===== src/rtl/timer16_consts.vh =====
// Constants for the 16-bit timer with prescaler and gate control.
`ifndef TIMER16_CONSTS_VH
`define TIMER16_CONSTS_VH

// Register byte addresses on the Avalon-MM slave, one 32-bit word each.
`define ADDR_COUNT_LOW 8'h00
`define ADDR_COUNT_HIGH 8'h04
`define ADDR_IRQ_STATUS 8'h08
`define ADDR_IRQ_MASK 8'h0c
`define ADDR_CONTROL 8'h10

// Field positions inside timer_control.
`define CTL_RUN_EN 0
`define CTL_CLK_SEL 1
`define CTL_SYNC_DIS 2
`define CTL_OSC_EN 3
`define CTL_PS_LO 4
`define CTL_PS_HI 5
`define CTL_GATE_EN 6
`define CTL_WIDTH 7
`define CTL_RESET 7'h00

// Field position of the rollover flag in status and mask.
`define IRQ_ROLL 0
`define IRQ_RESET 1'h0

// Counter and prescaler figures.
`define COUNT_MAX 16'hffff
`define COUNT_RESET 16'h0000
`define PRESCALE_WIDTH 3
`define PRESCALE_RESET 3'h0

// System clocks per instruction cycle.
`define INSTR_CYCLE_CLOCKS 4
`define INSTR_DIV_WIDTH 8

// Prescale select codes.
`define PS_DIV1 2'h0
`define PS_DIV2 2'h1
`define PS_DIV4 2'h2
`define PS_DIV8 2'h3

`endif


===== src/rtl/timer16_prescale_control.v =====
// Top of the 16-bit timer/counter: register slave, clock selection, gating and rollover.
`timescale 1ns/1ps
`default_nettype none
`include "timer16_consts.vh"

module timer16_prescale_control #(
	parameter INSTR_DIV = `INSTR_CYCLE_CLOCKS
) (
	input wire clk_i,
	input wire sys_rst_i,
	input wire [7:0] avs_address_i,
	input wire avs_read_i,
	input wire avs_write_i,
	input wire [31:0] avs_writedata_i,
	input wire [3:0] avs_byteenable_i,
	output wire [31:0] avs_readdata_o,
	output wire avs_waitrequest_o,
	input wire ext_count_clock_pin_i,
	input wire gate_pin_n_i,
	input wire internal_oscillator_active_i,
	output wire lp_osc_on_o,
	output wire irq_o
);

	// Control register and its fields.
	reg [`CTL_WIDTH-1:0] timer_control_r;
	wire run_enable;
	wire clock_source_select;
	wire ext_sync_disable;
	wire lp_osc_enable;
	wire [1:0] prescale_select;
	wire gate_enable;

	// Bus slave state.
	reg ack_r;
	reg [31:0] readdata_r;
	reg [31:0] read_mux;
	wire bus_req;
	wire wr_stb;
	wire wr_low;
	wire wr_high;
	wire wr_status;
	wire wr_mask;
	wire wr_control;

	// Timer state.
	reg [15:0] count_r;
	reg [15:0] count_nxt;
	reg rollover_flag_r;
	reg irq_mask_r;
	reg [`INSTR_DIV_WIDTH-1:0] instr_cnt_r;
	wire instr_tick;

	// Pin synchronisers and filtered levels.
	reg ext_s1_r;
	reg ext_s2_r;
	reg ext_s3_r;
	reg ext_lvl_r;
	reg gate_s1_r;
	reg gate_s2_r;
	reg gate_s3_r;
	reg gate_lvl_r;
	wire ext_agree;
	wire ext_rise;
	wire ext_fall;

	// Counter mode edge handling.
	reg armed_r;
	reg ext_pend_r;
	wire counter_active;
	wire counted_rise;
	wire src_event;
	wire count_enable;
	wire presc_pulse;
	wire prescale_clear;
	wire rollover;
	wire flag_clear;

	// Field decode of the control register.
	assign run_enable = timer_control_r[`CTL_RUN_EN];
	assign clock_source_select = timer_control_r[`CTL_CLK_SEL];
	assign ext_sync_disable = timer_control_r[`CTL_SYNC_DIS];
	assign lp_osc_enable = timer_control_r[`CTL_OSC_EN];
	assign prescale_select = timer_control_r[`CTL_PS_HI:`CTL_PS_LO];
	assign gate_enable = timer_control_r[`CTL_GATE_EN];

	// Every access takes two cycles: waitrequest is high in the first and low in the second.
	// The fixed latency keeps the slave simple at the cost of one bus cycle per access.
	assign bus_req = avs_read_i | avs_write_i;
	assign avs_waitrequest_o = bus_req & ~ack_r;
	assign avs_readdata_o = readdata_r;

	// Writes take effect only at the edge where waitrequest is sampled low.
	// Registers hold eight bits or fewer, so only the low byte lane matters.
	assign wr_stb = avs_write_i & ack_r & avs_byteenable_i[0];
	// Exact match of a register address; a partial decode would alias the map.
	function addr_hit;
		input [7:0] addr;
		input [7:0] target;
		begin
			addr_hit = (addr == target);
		end
	endfunction

	assign wr_low = wr_stb & addr_hit(avs_address_i, `ADDR_COUNT_LOW);
	assign wr_high = wr_stb & addr_hit(avs_address_i, `ADDR_COUNT_HIGH);
	assign wr_status = wr_stb & addr_hit(avs_address_i, `ADDR_IRQ_STATUS);
	assign wr_mask = wr_stb & addr_hit(avs_address_i, `ADDR_IRQ_MASK);
	assign wr_control = wr_stb & addr_hit(avs_address_i, `ADDR_CONTROL);

	// Read multiplexer; unmapped addresses and unused bits read as zero.
	always @* begin
		read_mux = 32'h00000000;
		case (avs_address_i)
			`ADDR_COUNT_LOW: read_mux[7:0] = count_r[7:0];
			`ADDR_COUNT_HIGH: read_mux[7:0] = count_r[15:8];
			`ADDR_IRQ_STATUS: read_mux[`IRQ_ROLL] = rollover_flag_r;
			`ADDR_IRQ_MASK: read_mux[`IRQ_ROLL] = irq_mask_r;
			`ADDR_CONTROL: read_mux[`CTL_WIDTH-1:0] = timer_control_r;
			default: read_mux = 32'h00000000;
		endcase
	end

	// Acknowledge and read data capture; read data stands while waitrequest is low.
	always @(posedge clk_i or posedge sys_rst_i) begin
		if (sys_rst_i) begin
			ack_r <= 1'b0;
			readdata_r <= 32'h00000000;
		end else begin
			ack_r <= bus_req & ~ack_r;
			if (avs_read_i & ~ack_r) begin
				readdata_r <= read_mux;
			end
		end
	end

	// Control and mask registers; all control bits start cleared.
	always @(posedge clk_i or posedge sys_rst_i) begin
		if (sys_rst_i) begin
			timer_control_r <= `CTL_RESET;
			irq_mask_r <= `IRQ_RESET;
		end else begin
			if (wr_control) begin
				timer_control_r <= avs_writedata_i[`CTL_WIDTH-1:0];
			end
			if (wr_mask) begin
				irq_mask_r <= avs_writedata_i[`IRQ_ROLL];
			end
		end
	end

	// Instruction cycle enable, one pulse every INSTR_DIV system clocks.
	// The counter restarts on the tick itself, so the enable is exactly one cycle wide.
	assign instr_tick = (instr_cnt_r == INSTR_DIV[`INSTR_DIV_WIDTH-1:0] - 8'h01);

	always @(posedge clk_i or posedge sys_rst_i) begin
		if (sys_rst_i) begin
			instr_cnt_r <= 8'h00;
		end else if (instr_tick) begin
			instr_cnt_r <= 8'h00;
		end else begin
			instr_cnt_r <= instr_cnt_r + 8'h01;
		end
	end

	// Three-stage synchronisers for both pins; a level is accepted once stages two and
	// three agree, which also rejects a single-cycle glitch.
	// The gate stages start at the inactive high level so reset never opens the gate.
	always @(posedge clk_i or posedge sys_rst_i) begin
		if (sys_rst_i) begin
			ext_s1_r <= 1'b0;
			ext_s2_r <= 1'b0;
			ext_s3_r <= 1'b0;
			ext_lvl_r <= 1'b0;
			gate_s1_r <= 1'b1;
			gate_s2_r <= 1'b1;
			gate_s3_r <= 1'b1;
			gate_lvl_r <= 1'b1;
		end else begin
			ext_s1_r <= ext_count_clock_pin_i;
			ext_s2_r <= ext_s1_r;
			ext_s3_r <= ext_s2_r;
			if (ext_agree) begin
				ext_lvl_r <= ext_s3_r;
			end
			gate_s1_r <= gate_pin_n_i;
			gate_s2_r <= gate_s1_r;
			gate_s3_r <= gate_s2_r;
			if (gate_s2_r == gate_s3_r) begin
				gate_lvl_r <= gate_s3_r;
			end
		end
	end

	assign ext_agree = (ext_s2_r == ext_s3_r);
	assign ext_rise = ext_agree & ext_s3_r & ~ext_lvl_r;
	assign ext_fall = ext_agree & ~ext_s3_r & ext_lvl_r;

	// A rising edge is only honoured once a falling edge has been seen while counting.
	// A pin already low at enable must fall before a rise counts, so its first rise is lost.
	// Leaving counter mode or stopping disarms, so every enable starts from scratch.
	assign counter_active = run_enable & clock_source_select;
	assign counted_rise = ext_rise & armed_r;

	always @(posedge clk_i or posedge sys_rst_i) begin
		if (sys_rst_i) begin
			armed_r <= 1'b0;
		end else begin
			armed_r <= counter_active & (armed_r | ext_fall);
		end
	end

	// Synchronised counter mode holds a seen edge until the next instruction cycle.
	// A new edge in the same cycle as delivery is kept, not lost.
	always @(posedge clk_i or posedge sys_rst_i) begin
		if (sys_rst_i) begin
			ext_pend_r <= 1'b0;
		end else if (~counter_active | ext_sync_disable) begin
			ext_pend_r <= 1'b0;
		end else begin
			ext_pend_r <= counted_rise | (ext_pend_r & ~instr_tick);
		end
	end

	// Source event: instruction cycle, aligned external edge, or raw external edge.
	// The direct path still passes the pin filter; there is no second clock domain here.
	assign src_event = ~clock_source_select ? instr_tick :
		(ext_sync_disable ? counted_rise : (ext_pend_r & instr_tick));

	// Run enable, and the active-low gate pin when gating is on.
	assign count_enable = run_enable & (~gate_enable | ~gate_lvl_r);

	// Any write to either count byte restarts the prescaler.
	// Clearing on either byte keeps a two-byte reload from inheriting a partial ratio.
	assign prescale_clear = wr_low | wr_high;

	timer16_prescaler #(
		.W(`PRESCALE_WIDTH)
	) timer16_prescaler_inst (
		.clk_i(clk_i),
		.sys_rst_i(sys_rst_i),
		.clear_i(prescale_clear),
		.tick_i(src_event & count_enable),
		.select_i(prescale_select),
		.pulse_o(presc_pulse)
	);

	// A byte write wins over an increment in the same cycle.
	assign rollover = presc_pulse & ~prescale_clear & (count_r == `COUNT_MAX);

	// Next count: a byte write replaces its half, otherwise a prescaler pulse increments it.
	always @* begin
		count_nxt = count_r;
		if (wr_low) begin
			count_nxt[7:0] = avs_writedata_i[7:0];
		end else if (wr_high) begin
			count_nxt[15:8] = avs_writedata_i[7:0];
		end else if (presc_pulse) begin
			count_nxt = count_r + 16'h0001;
		end
	end

	// The count register itself; reset clears both bytes.
	always @(posedge clk_i or posedge sys_rst_i) begin
		if (sys_rst_i) begin
			count_r <= `COUNT_RESET;
		end else begin
			count_r <= count_nxt;
		end
	end

	// Write-one-to-clear on the status word; writing a zero leaves the flag alone.
	assign flag_clear = wr_status & avs_writedata_i[`IRQ_ROLL];

	// Sticky rollover flag, cleared by writing one; a rollover in the clearing cycle wins.
	always @(posedge clk_i or posedge sys_rst_i) begin
		if (sys_rst_i) begin
			rollover_flag_r <= `IRQ_RESET;
		end else begin
			rollover_flag_r <= rollover | (rollover_flag_r & ~flag_clear);
		end
	end

	// Level interrupt; masking only hides the flag, software still has to clear it.
	assign irq_o = rollover_flag_r & irq_mask_r;

	// Oscillator request only counts while the internal oscillator clocks the system.
	assign lp_osc_on_o = lp_osc_enable & internal_oscillator_active_i;

endmodule // timer16_prescale_control

`default_nettype wire


===== src/rtl/timer16_prescaler.v =====
// Prescale divider that turns source events into count pulses at 1:1, 1:2, 1:4 or 1:8.
`timescale 1ns/1ps
`default_nettype none
`include "timer16_consts.vh"

module timer16_prescaler #(
	parameter W = `PRESCALE_WIDTH
) (
	input wire clk_i,
	input wire sys_rst_i,
	input wire clear_i,
	input wire tick_i,
	input wire [1:0] select_i,
	output wire pulse_o
);

	reg [W-1:0] cnt_r;
	reg [W-1:0] cnt_nxt;
	wire [W-1:0] mask;

	// Low bits of the divider that must all be one before a pulse is let through.
	function [W-1:0] mask_of;
		input [1:0] sel;
		begin
			case (sel)
				`PS_DIV1: mask_of = {W{1'b0}};
				`PS_DIV2: mask_of = {{(W-1){1'b0}}, 1'b1};
				`PS_DIV4: mask_of = {{(W-2){1'b0}}, 2'b11};
				default: mask_of = {W{1'b1}};
			endcase
		end
	endfunction

	assign mask = mask_of(select_i);
	// A pulse leaves on the event that completes the selected ratio.
	assign pulse_o = tick_i & ((cnt_r & mask) == mask);

	// Clear has priority so a byte write always restarts the ratio from zero.
	always @* begin
		cnt_nxt = cnt_r;
		if (clear_i) begin
			cnt_nxt = `PRESCALE_RESET;
		end else if (pulse_o) begin
			cnt_nxt = `PRESCALE_RESET;
		end else if (tick_i) begin
			cnt_nxt = cnt_r + {{(W-1){1'b0}}, 1'b1};
		end
	end

	// The divider state is not visible to software.
	always @(posedge clk_i or posedge sys_rst_i) begin
		if (sys_rst_i) begin
			cnt_r <= `PRESCALE_RESET;
		end else begin
			cnt_r <= cnt_nxt;
		end
	end

endmodule // timer16_prescaler

`default_nettype wire

===== config.mk =====
export PLATFORM = sky130hd
export DESIGN_NAME = timer16_prescale_control
export DESIGN_NICKNAME = d
export VERILOG_FILES = /design/src/rtl/timer16_prescale_control.v /design/src/rtl/timer16_prescaler.v
export VERILOG_INCLUDE_DIRS = /design/src /design/src/rtl
export SDC_FILE = /design/constraint.sdc
export NUM_CORES = 1
export LEC_CHECK = 0
export ABC_AREA = 1
export BUFFER_PORTS_ARGS = -buffer_cell sky130_fd_sc_hd__clkbuf_2
export CORE_ASPECT_RATIO = 0.75
export CORE_MARGIN = 2
export CORE_UTILIZATION = 35
export CTS_CLUSTER_DIAMETER = 120
export DETAILED_ROUTE_END_ITERATION = 8
export GPL_ROUTABILITY_DRIVEN = 1
export PLACE_DENSITY_LB_ADDON = 0.15
export SLEW_MARGIN = 20
export SYNTH_ARGS = -nofsm -noshare
export SYNTH_HDL_FRONTEND = slang
export SYNTH_SLANG_ARGS = --single-unit

===== constraint.sdc =====
create_clock -name clk_i -period 2.6 [get_ports clk_i]
set_input_delay 0.52 -clock clk_i [delete_from_list [all_inputs] [get_ports clk_i]]
set_output_delay 0.52 -clock clk_i [all_outputs]
set_load 0.02 [all_outputs]

# ---- After elaboration in Yosys (flattened, before gate mapping)
# Index checks and enable logic that the tools add are counted.
dict set report op_classes {
  addsub 3
  mul 0
  div 0
  order_cmp 0
  n_eq_ne 12
  n_shift 0
  n_mux 15
  n_bitwise 45
  reduce_logical 7
}
# operator count
set op_table {}
lappend op_table {{$mux W8} 4}
lappend op_table {{$and A1 B1 Y1} 27}
lappend op_table {{$pmux W6 S3} 1}
lappend op_table {{$add A16 B1 Y16 const B} 1}
lappend op_table {{$eq A16 B16 Y1 const B} 1}
lappend op_table {{$eq A8 B4 Y1 const B} 2}
lappend op_table {{$mux W16} 1}
lappend op_table {{$not A1 Y1} 10}
lappend op_table {{$mux W3} 3}
lappend op_table {{$pmux W3 S3} 1}
lappend op_table {{$add A8 B1 Y8 const B} 1}
lappend op_table {{$eq A8 B2 Y1 const B} 1}
lappend op_table {{$eq A8 B3 Y1 const B} 1}
lappend op_table {{$eq A8 B5 Y1 const B} 1}
lappend op_table {{$logic_not A8 Y1} 1}
lappend op_table {{$or A1 B1 Y1} 7}
lappend op_table {{$pmux W1 S5} 1}
lappend op_table {{$reduce_and A2 Y1} 2}
lappend op_table {{$reduce_bool A2 Y1} 2}
lappend op_table {{$add A3 B1 Y3 const B} 1}
lappend op_table {{$and A3 B3 Y3} 1}
lappend op_table {{$eq A3 B3 Y1} 1}
lappend op_table {{$mux W1} 3}
lappend op_table {{$reduce_bool A3 Y1} 1}
lappend op_table {{other kinds (6)} 7}
dict set report totals {
  regBits 55
  latchBits 0
  ram_bits 0
  rom_bits 0
  input_bits 51
  output_inout_bits 35
  word_cells 101
  memories 0
}

# ---- Depth between registers and ports, before layout
# Gate-level depths: netlist (run 1).
dict set report depth {
  depth_word 11
  mapped_depth 11
  depth_no_buf 10
}

# ---- By module
# From an unflattened synthesis (run 1), not the netlist that was laid out.
dict set report hier_totals {
  cells_unflattened 457
  area_unflattened_um2 3423.3
}
# mod instances cells_per_inst area_each_um2 seq_area_each_um2
set by_module_without_submodules {}
lappend by_module_without_submodules {timer16_prescale_control 1 430 3221.8 1306.3}
lappend by_module_without_submodules {timer16_prescaler 1 27 201.4 75.1}

# ---- Worst setup path after synthesis (run 1)
# Ideal clock, no wire load.
dict set report synth_timing {
  path_kind {input to register}
  from {input avs_address_i[7]}
  to {register count_r[3]}
  setup_time_ns 0.117
  arrival_time_ns 1.474
  required_time_ns 2.483
  slack_ns 1.009
  cell_stages 11
  path_buffers 1
  path_cell_list {nor2_4 nand3_4 inv_2 nand3_4 nand2_1 inv_2 nand2_4 buf_6 nand2_4 nand2_1 nand2_1}
}
dict set report synth_via {
  elab_chain_cells 4
  word_cells_on_any_way 8
  cone_classes {2 x eq/ne; 1 x mux; 2 x bitwise; 3 x reduce/logical}
}
# item line_no
set synth_lines {}
lappend synth_lines {{from (decl)} timer16_prescale_control.v:11} ;# input wire [7:0] avs_address_i,
lappend synth_lines {{$eq A8 B3 Y1 or $logic_not A8 Y1 (tied branches)} timer16_prescale_control.v:101} ;# addr_hit = (addr == target);
lappend synth_lines {{$and A1 B1 Y1 (on tied branches)} {timer16_prescale_control.v:106, timer16_prescale_control.v:105}}
lappend synth_lines {{$ne A2 B2 Y1 (no source line) or $reduce_bool A2 Y1 (tied branches)} --}
lappend synth_lines {{$reduce_and A2 Y1 (no source line)} --}
lappend synth_lines {{to (signal assigned)} timer16_prescale_control.v:266} ;# count_r <= `COUNT_RESET;
lappend synth_lines {{to (signal assigned)} timer16_prescale_control.v:268} ;# count_r <= count_nxt;
lappend synth_lines {{to (decl)} timer16_prescale_control.v:47} ;# reg [15:0] count_r;
# Several ways; a longest one is shown, not always the timed one.
# A chain may end at the register's enable or synchronous reset.

# ---- Worst setup path after layout (run 1)
dict set report layout_timing {
  from {input avs_address_i[1]}
  to {register count_r[15]}
}
dict set report layout_via {
  elab_chain_cells 4
  word_cells_on_any_way 8
  cone_classes {1 x eq/ne; 1 x mux; 3 x bitwise; 3 x reduce/logical}
}
# item line_no
set layout_lines {}
lappend layout_lines {{$eq A8 B3 Y1 or $logic_not A8 Y1 (tied branches)} timer16_prescale_control.v:101}
lappend layout_lines {{$and A1 B1 Y1 (on tied branches)} {timer16_prescale_control.v:106, timer16_prescale_control.v:105}}
lappend layout_lines {{$reduce_bool A2 Y1 (no source line) or $not A1 Y1 (tied branches)} --}
lappend layout_lines {{$reduce_and A2 Y1 (no source line)} --}
# Several ways; a longest one is shown, not always the timed one.

==> flow_summary.toml, run 1 <==
[critical_path]
r2r_cells = 10
worst-setup-path-type = "in2reg"
cp_slowest_stage_delay_ns = 0.20
cp_cell_sequence = "clkbuf_2 > nor2_4 > nand3_4 > nor2_8 > nand2_4 > nand2_1 > inv_2 > nand2_4 > nand2_2 > nand2_1 > nand2_1"
cp_max_fo = 25
r2r-end = "count_r[15]"
required_ns = 2.79
crit_arrival_ns = 2.02
cpMostUsedCell = "nand2_1"
rrSetupSlack_ns = 0.82
start_kind = "input port"
crit_slowest_cell = "nand2_4"
r2r-start = "instr_cnt_r[0]"
crit_start = "avs_address_i[1]"
cp-end-kind = "register"

[power_and_ir_drop]
powerDensity_nw_per_um2 = 482
vdd_ir_drop_max_v = 0.000262
leakage_nw = 1.91

[logic_synthesis]
netlist_area_um2 = 3300
synth_area_per_cell_um2 = 7.46
synth_top_area_share_pct = 38.6
synth.yosys.warnings = 0
yosysTopAreaCell = "dfrtp_1"
synth-edff-count = 0
synth_seq_area_share_pct = 41.8
synthXorXnorAreaFrac_pct = 2.65
muxShareOfSynthArea_pct = 0
synth_area_leaders = "dfrtp_1 39%, nand2_1 17%, buf_4 5.7%"
synth_cell_types = 29
yosysMostFrequentCell = "nand2_1"
ys_async_sr_fraction_pct = 100
synthSimpleGateAreaFrac_pct = 33.8
synth_fa_ha_area_share_pct = 2.20
ys_seq_elements = 55
synth-compound-area-share_pct = 7.31
synth_top_family_by_area = "simple AND/OR/NAND/NOR gates"
ys_top_cells_by_count = "149 x nand2_1, 51 x dfrtp_1, 43 x inv_1"
synthCells = 443
ys.flop_type = "dfrtp_1"

[routing]
dr.pass1.iters = 6
post_drt_wl_per_cell_um = 12.7
drc = 0
ant_nets = 0
routed-via-count = 2837
drt_iter0_drc = 282
finalWirelength_um = 7740
routed_via_density = 4.67

[die]
core_area_um2 = 9120
dieWidth_um = 116
boundaryPins = 86
dieArea_um2 = 10200
die_y_um = 88.2
initial_utilization_pct = 36.2
std_cell_rows = 30

[timing]
final.setup.tns_ns = 0
min_period_over_period_pct = 70.2
slew-limit-headroom_pct = 59.4
setup_viol = 0
fmax_mhz = 548
clock_skew_ns = 0.00739
tightest_slew_ns = 0.608
rsz0062_at_grt = "no"
period_needed_ns = 1.82
hold_violations = 0
slew_viol_final = 0

[layout]
nFillCells = 963
insertedDiodeCount = 0
final_nets = 535
drive_gt1_share_pct = 14.6
area_delta_synth_final_pct = 11.6
final_cell_area_um2 = 3690

[cts]
cts-root-buf = "clkbuf_16"
cts_tree = "yes"
clock_latency_ns = 0.30
clk_pin_slew_worst_paths_ns = 0.08
cts_hold_buf = 0
clk_path_buf_depth = 2
post_cts_buffers = 0
postCtsResizedCells = 0
cts-buffers-inserted = 5
cts.htree.levels = 2
cts_num_sinks = 55

[grt]
grt_first_pass_wirelength_um = 12800
overflow = 0
grt_pass1_vias = 2497
antenna_found_initial = 0
grt_max_degree = 30
grt_usage_pct = 16.3

[placed_design]
place_hpwl_um = 5950
port_buffers = 34
dpl_cell_area_um2 = 3540
gp_congestion = 0.920

[hold_path]
hp-class = "in2async"

[outcome]
status = "finished clean"

[flow_run]
max_cap_violations = 0
[final cells by class]
class                   instances  area, um2  area share [%]
flip-flops and latches         55       1380            37.5
clock buffers                   5        125            3.39
clock inverters                 3       26.3           0.713
well taps                     128        160            4.34
multi-input cells             332       1610            43.6
inverters                      48        180            4.89
repair buffers                 37        205            5.56
[power breakdown]
part / switching, mW / leakage (nW) / internal [mW]
registers: 0.0204 / 0.731 / 0.881
clock network: 0.351 / 0.0752 / 0.369
logic: 0.112 / 1.10 / 0.0425
[cell usage in the layout, fill, tap and decap left out]
cell type and count:
dfrtp_1 51, o21ai_0 31, nand4_1 12, nand2_4 3, conb_1 24, nor2_8 1, inv_1 42, nand3b_1 1
buf_12 1, maj3_1 1, nand3_4 3, nand3_1 35, inv_6 3, xor2_1 7, nor2_1 28, nand2_1 149
dfstp_2 4, a21oi_1 14, clkbuf_2 34, nor3_1 6, ha_1 5, buf_4 2, a31o_2 1, inv_2 6
nor2_4 3, or2_2 3, xnor2_1 3, nand2_2 1, o211ai_1 1, clkbuf_16 5
[worst max-delay path: cells and delay by family]
family        cells  cell delay [ns]
simple gates      9             1.31
buf+inv           2             0.17
[through the flow]
step           utilization, %  hold slack, ns  total power, mW  setup slack, ns  cells
2_1_floorplan               -           0.331             1.04            0.744    466
4_1_cts                  40.4           0.281             1.79            0.780    608
5_1_grt                  40.4           0.273             1.85            0.539    608
6_report                 40.4           0.268             1.78            0.775    608
3_3_place_gp             38.8           0.334             1.07            0.485    600
3_5_place_dp             38.8           0.337             1.07            0.481    600
[worst max path at each step]
| stage | end | cells past startpoint |
|---|---|---|
| after floorplan | ack_r | 1 |
| after global placement | count_r[15] | 11 |
| after detailed placement | count_r[9] | 11 |
| after CTS | count_r[15] | 11 |
| after global routing | count_r[9] | 10 |
| final | count_r[15] | 11 |
[flip-flops by register name (all words and copies together) (netlist names), 3 cells and up]
register                      count
instr_cnt_r                       8
timer_control_r                   7
count_r                          16
timer16_prescaler_inst.cnt_r      3
avs_readdata_o                    8
[per-layer routing]
metal	routed length, um	global-route usage [%]	up-vias	part of all wire [%]
met5	0	0	-	0
met4	99	4.33	0	1.3
met3	526	3.32	9	6.8
met2	3000	22.5	89	39
met1	4110	25.5	1307	53
li1	-	-	1432	-
[cell families after synthesis]
group | Yosys count
AOI/OAI and AO/OA | 47
other | 1
adders and majority gates | 6
DFF | 55
xor gates and xnor gates | 10
and+or+nand+nor | 245
buffers and inverters | 79
Power figures use the tool's default switching activity.
==> run 2: changes to the inputs <==
clock period = 1.8 ns   (was 2.6 ns; I/O delays follow)
==> run 2 against run 1 <==
Clock skew decreased by 0.0011 ns. Routed wire length increased by 2.0%. Clock power increased by 42%. Highest routed layer unchanged. Worst setup slack got worse by 0.67 ns. Global-route usage grew 0.088 points. Critical path depth shrank 1. Largest cell class unchanged. Final cell count is 1.5% higher. Power is 44% higher. Worst hold slack got worse by 0.20 ns. Count of clock-buffer cells in the layout stayed put.
==> flow_summary.toml, run 2 (synthesis gave the netlist of run 1 again) <==
[critical_path]
crit_buf_inv = 1
crit_arrival_ns = 1.93
required_ns = 2.04
worst-setup-path-type = "reg2reg"
critPathTopFamily = "simple AND/OR/NAND/NOR gates"
crit_slowest_cell = "dfrtp_1"
cp_slowest_stage_delay_ns = 0.40
cp_max_fo = 8
cp_cell_sequence = "ha_2 > nand2_1 > nor2_1 > nand3_1 > nand2_2 > nand3_1 > nand2_4 > clkbuf_16 > nand3_1 > nand2_1"
cp-end-kind = "register"
start_kind = "register"
cpMostUsedCell = "nand3_1"

[die]
core_area_um2 = 9120
boundaryPins = 86
std_cell_rows = 30
dieWidth_um = 116
die_y_um = 88.2
dieArea_um2 = 10200
initial_utilization_pct = 36.2

[routing]
drc = 0
routed-via-count = 2840
routed_via_density = 4.60
post_drt_wl_per_cell_um = 12.8
finalWirelength_um = 7890
drt_iter0_drc = 164
ant_nets = 0
dr.pass1.iters = 4

[placed_design]
port_buffers = 34
place_hpwl_um = 5900
gp_congestion = 0.897

[grt]
overflow = 0
grt_usage_pct = 16.4
grt_pass1_vias = 2525
antenna_found_initial = 0
grt_max_degree = 56
grt_first_pass_wirelength_um = 12900

[timing]
fmax_mhz = 592
clock_skew_ns = 0.00629
min_period_over_period_pct = 93.9
hold_violations = 0
setup_viol = 0
hold_slack_ns = 0.0675
slew_viol_final = 0
period_needed_ns = 1.69

[cts]
clk_pin_slew_worst_paths_ns = 0.08
cts.htree.levels = 2
clk_path_buf_depth = 2
cts-buffers-inserted = 5
clock_latency_ns = 0.30
cts-root-buf = "clkbuf_16"
cts_num_sinks = 55
cts_hold_buf = 0
cts_tree = "yes"

[layout]
insertedDiodeCount = 0
final_nets = 544
area_delta_synth_final_pct = 14.9
final_common_cell = "nand2_1"
layout_common_cells = "148 x nand2_1, 51 x dfrtp_1, 42 x inv_1"
top_register = "count_r"
largest_reg_flops = 16
drive_gt1_share_pct = 16.6

[power_and_ir_drop]
powerDensity_nw_per_um2 = 672
vdd_ir_drop_max_v = 0.000259
leakage_nw = 1.96
total_power_mw = 2.55

[outcome]
status = "finished clean"

[hold_path]
hp-class = "in2async"

[flow_run]
max_cap_violations = 0
-- run 2: timing repair --
item	in CTS	in global routing
setup buffers	0	2
gates resized for setup	0	3
setup endpoints to repair	0	9
-- run 2: final timing paths --
path	start	endpoint	slack (ns)	cells past startpoint
max	instr_cnt_r[0]	count_r[13]	0.11	10
min	sys_rst_i	rollover_flag_r	0.07	3
max reg2reg	instr_cnt_r[0]	count_r[13]	0.11	10
min reg2reg	ext_s1_r	ext_s2_r	0.35	0
max in group asynchronous	sys_rst_i	gate_s2_r	1.38	3
min in group clk_i	gate_pin_n_i	gate_s1_r	0.13	1
-- run 2: per-layer routing --
layer	track usage, %	part of all wire [%]	wire (um)
met2	22.1	40	3170
met1	26.3	53	4220
met5	0	0	0
met3	3.04	5.4	428
met4	4.22	0.96	76
-- run 2: worst min-delay path, stage by stage --
cell and delay, ns:
clkbuf_2 0.09, inv_2 0.06, buf_12 0.25
-- run 2: where the power goes --
part           total [mW]  internal, mW  switching (mW)
sequential           1.30          1.27          0.0256
combinational       0.236        0.0681           0.167
clock                1.02         0.532           0.488
-- run 2: metrics by stage --
| step | std cells | setup TNS [ns] | worst slack [ns] | util (%) | cell area, um2 |
|---|---|---|---|---|---|
| 2_1_floorplan | 466 | 0 | 0.104 | - | 3390 |
| 3_3_place_gp | 606 | 0 | 0.133 | 39.4 | 3590 |
| 3_5_place_dp | 606 | 0 | 0.122 | 39.4 | 3590 |
| 4_1_cts | 614 | 0 | 0.110 | 41.1 | 3750 |
| 5_1_grt | 617 | -0.000522 | -0.000522 | 41.6 | 3800 |
| 6_report | 617 | 0 | 0.110 | 41.6 | 3800 |
-- run 2: cell type report --
cell class	count	area [um2]
inverters	48	180
fillers	972	5320
repair buffers	46	303
clock inverters	3	28.8
well taps	128	160
flip-flops and latches	55	1380
multi-input cells	332	1620
clock buffers	5	125
==> run 3: changes to the inputs <==
PLACE_DENSITY = 0.64   (was unset)
PLACE_DENSITY_LB_ADDON = unset   (was 0.15)
==> run 3 against run 2 <==
Combinational power about the same. Utilization grew 0.18 points. Routed wire length down 3.9%. Worst setup slack better by 0.035 ns. Critical path depth unchanged. Final cell count down 0.16%. Register-to-register slack better by 0.03 ns. First-iteration DRC count grew 49%.
==> flow_summary.toml, run 3 (synthesis gave the netlist of run 1 again) <==
[critical_path]
r2r-start = "instr_cnt_r[0]"
crit_arrival_ns = 1.89
start_kind = "register"
cp_max_fo = 8
r2r_cells = 10
r2r-end = "count_r[2]"
required_ns = 2.04
worst-setup-path-type = "reg2reg"
rrSetupSlack_ns = 0.15
cp-end-kind = "register"

[layout]
area_delta_synth_final_pct = 15.4
top_register = "count_r"
largest_reg_flops = 16
postLayoutCoreUtil_pct = 41.8
drive_gt1_share_pct = 16.6
insertedDiodeCount = 0
final_cells = 616
final_common_cell = "nand2_1"
layout_common_cells = "149 x nand2_1, 51 x dfrtp_1, 42 x inv_1"
final_nets = 543

[routing]
ant_nets = 0
finalWirelength_um = 7590
post_drt_wl_per_cell_um = 12.3
drt_iter0_drc = 244
routed_via_density = 4.55
dr.pass1.iters = 4
drc = 0
routed-via-count = 2801

[timing]
clock_skew_ns = 0.0106
min_period_over_period_pct = 91.9
setup_viol = 0
rsz0062_at_grt = "yes"
fin_ws_ns = 0.145
hold_slack_ns = 0.0976
slew_viol_final = 0
period_needed_ns = 1.65
hold_violations = 0
fmax_mhz = 604

[die]
core_area_um2 = 9120
dieWidth_um = 116
std_cell_rows = 30
boundaryPins = 86
dieArea_um2 = 10200
initial_utilization_pct = 36.2
die_y_um = 88.2

[grt]
antenna_found_initial = 0
grt_first_pass_wirelength_um = 12900
overflow = 0
grt_usage_pct = 16.1
grt_max_degree = 56
grt_pass1_vias = 2621

[placed_design]
port_buffers = 34
gp_congestion = 0.913
place_inst = 605
dpl_worst_slack_ns = 0.108
place_hpwl_um = 5820

[cts]
cts_tree = "yes"
clk_pin_slew_worst_paths_ns = 0.08
cts-buffers-inserted = 5
clk_path_buf_depth = 2
cts.htree.levels = 2
cts-root-buf = "clkbuf_16"
clock_latency_ns = 0.30
cts_num_sinks = 55

[power_and_ir_drop]
leakage_nw = 1.97
internal_power_mw = 2.01
power_frac_comb_pct = 8.8
total_power_mw = 2.67
power_switching_mw = 0.661
swShare_pct = 24.8
powerDensity_nw_per_um2 = 699
vdd_ir_drop_max_v = 0.000526
p_clk_share_pct = 42.5
seqPwrFrac_pct = 48.6

[hold_path]
hp-class = "in2async"

[outcome]
status = "finished clean"

[flow_run]
max_cap_violations = 0
[run 3: cell count changes in the layout (fill, tap and decap cells not counted), sizes merged]
cell and delta:
clkinv -1, bufinv +1, buf -1
[run 3: area by class of cell]
cell class	count	area (um2)
flip-flops and latches	55	1380
clock inverters	3	47.5
multi-input cells	332	1620
inverters	48	180
clock buffers	5	125
well taps	128	160
fillers	956	5310
repair buffers	45	295
[run 3: power groups by stage]
stage	logic [mW]	registers, mW	clock network [mW]
after CTS	0.239	1.30	1.16
after detailed placement	0.238	1.32	0
after global routing	0.268	1.30	1.21
final	0.235	1.30	1.13
after floorplan	0.183	1.33	0
after global placement	0.233	1.32	0
[run 3: critical path, stage by stage (launching register included)]
cell and delay (ns):
dfrtp_1 0.40, ha_2 0.21, nand2_1 0.08, nor2_2 0.12
nand3_1 0.08, nand2_1 0.11, nand3_2 0.09, nand2_4 0.18
clkbuf_16 0.18, nand3_1 0.07, nand2_1 0.07
[run 3: how the worst max path moves through the flow]
stage          depth (start not counted)             start  slack [ns]                               to
2_1_floorplan                          1         sys_rst_i        0.10                            ack_r
3_3_place_gp                          11  avs_address_i[1]        0.14                       count_r[9]
3_5_place_dp                          11  avs_address_i[7]        0.11                       count_r[9]
4_1_cts                               10    instr_cnt_r[0]        0.11                       count_r[9]
5_1_grt                                8    instr_cnt_r[0]      -0.002  timer16_prescaler_inst.cnt_r[0]
6_report                              10    instr_cnt_r[0]        0.15                       count_r[2]
[run 3: repair_timing]
item	4_1_cts	5_1_grt
hold buffers	0	0
setup endpoints to repair	0	17
gates resized for setup	0	4
hold endpoints to repair	0	0
buffers inserted	0	2
[run 3: per-stage QoR]
step / instance area (um2) / TNS, ns
5_1_grt: 3810 / -0.00166
6_report: 3810 / 0
2_1_floorplan: 3390 / 0
3_5_place_dp: 3590 / 0
4_1_cts: 3760 / 0
3_3_place_gp: 3590 / 0
[run 3: layer usage]
metal / wire length (um) / share of wire, % / track usage (%)
met2: 3100 / 41 / 23.2
met3: 537 / 7.1 / 3.74
met1: 3900 / 51 / 24.5
met5: 0 / 0 / 0
met4: 51 / 0.67 / 3.03
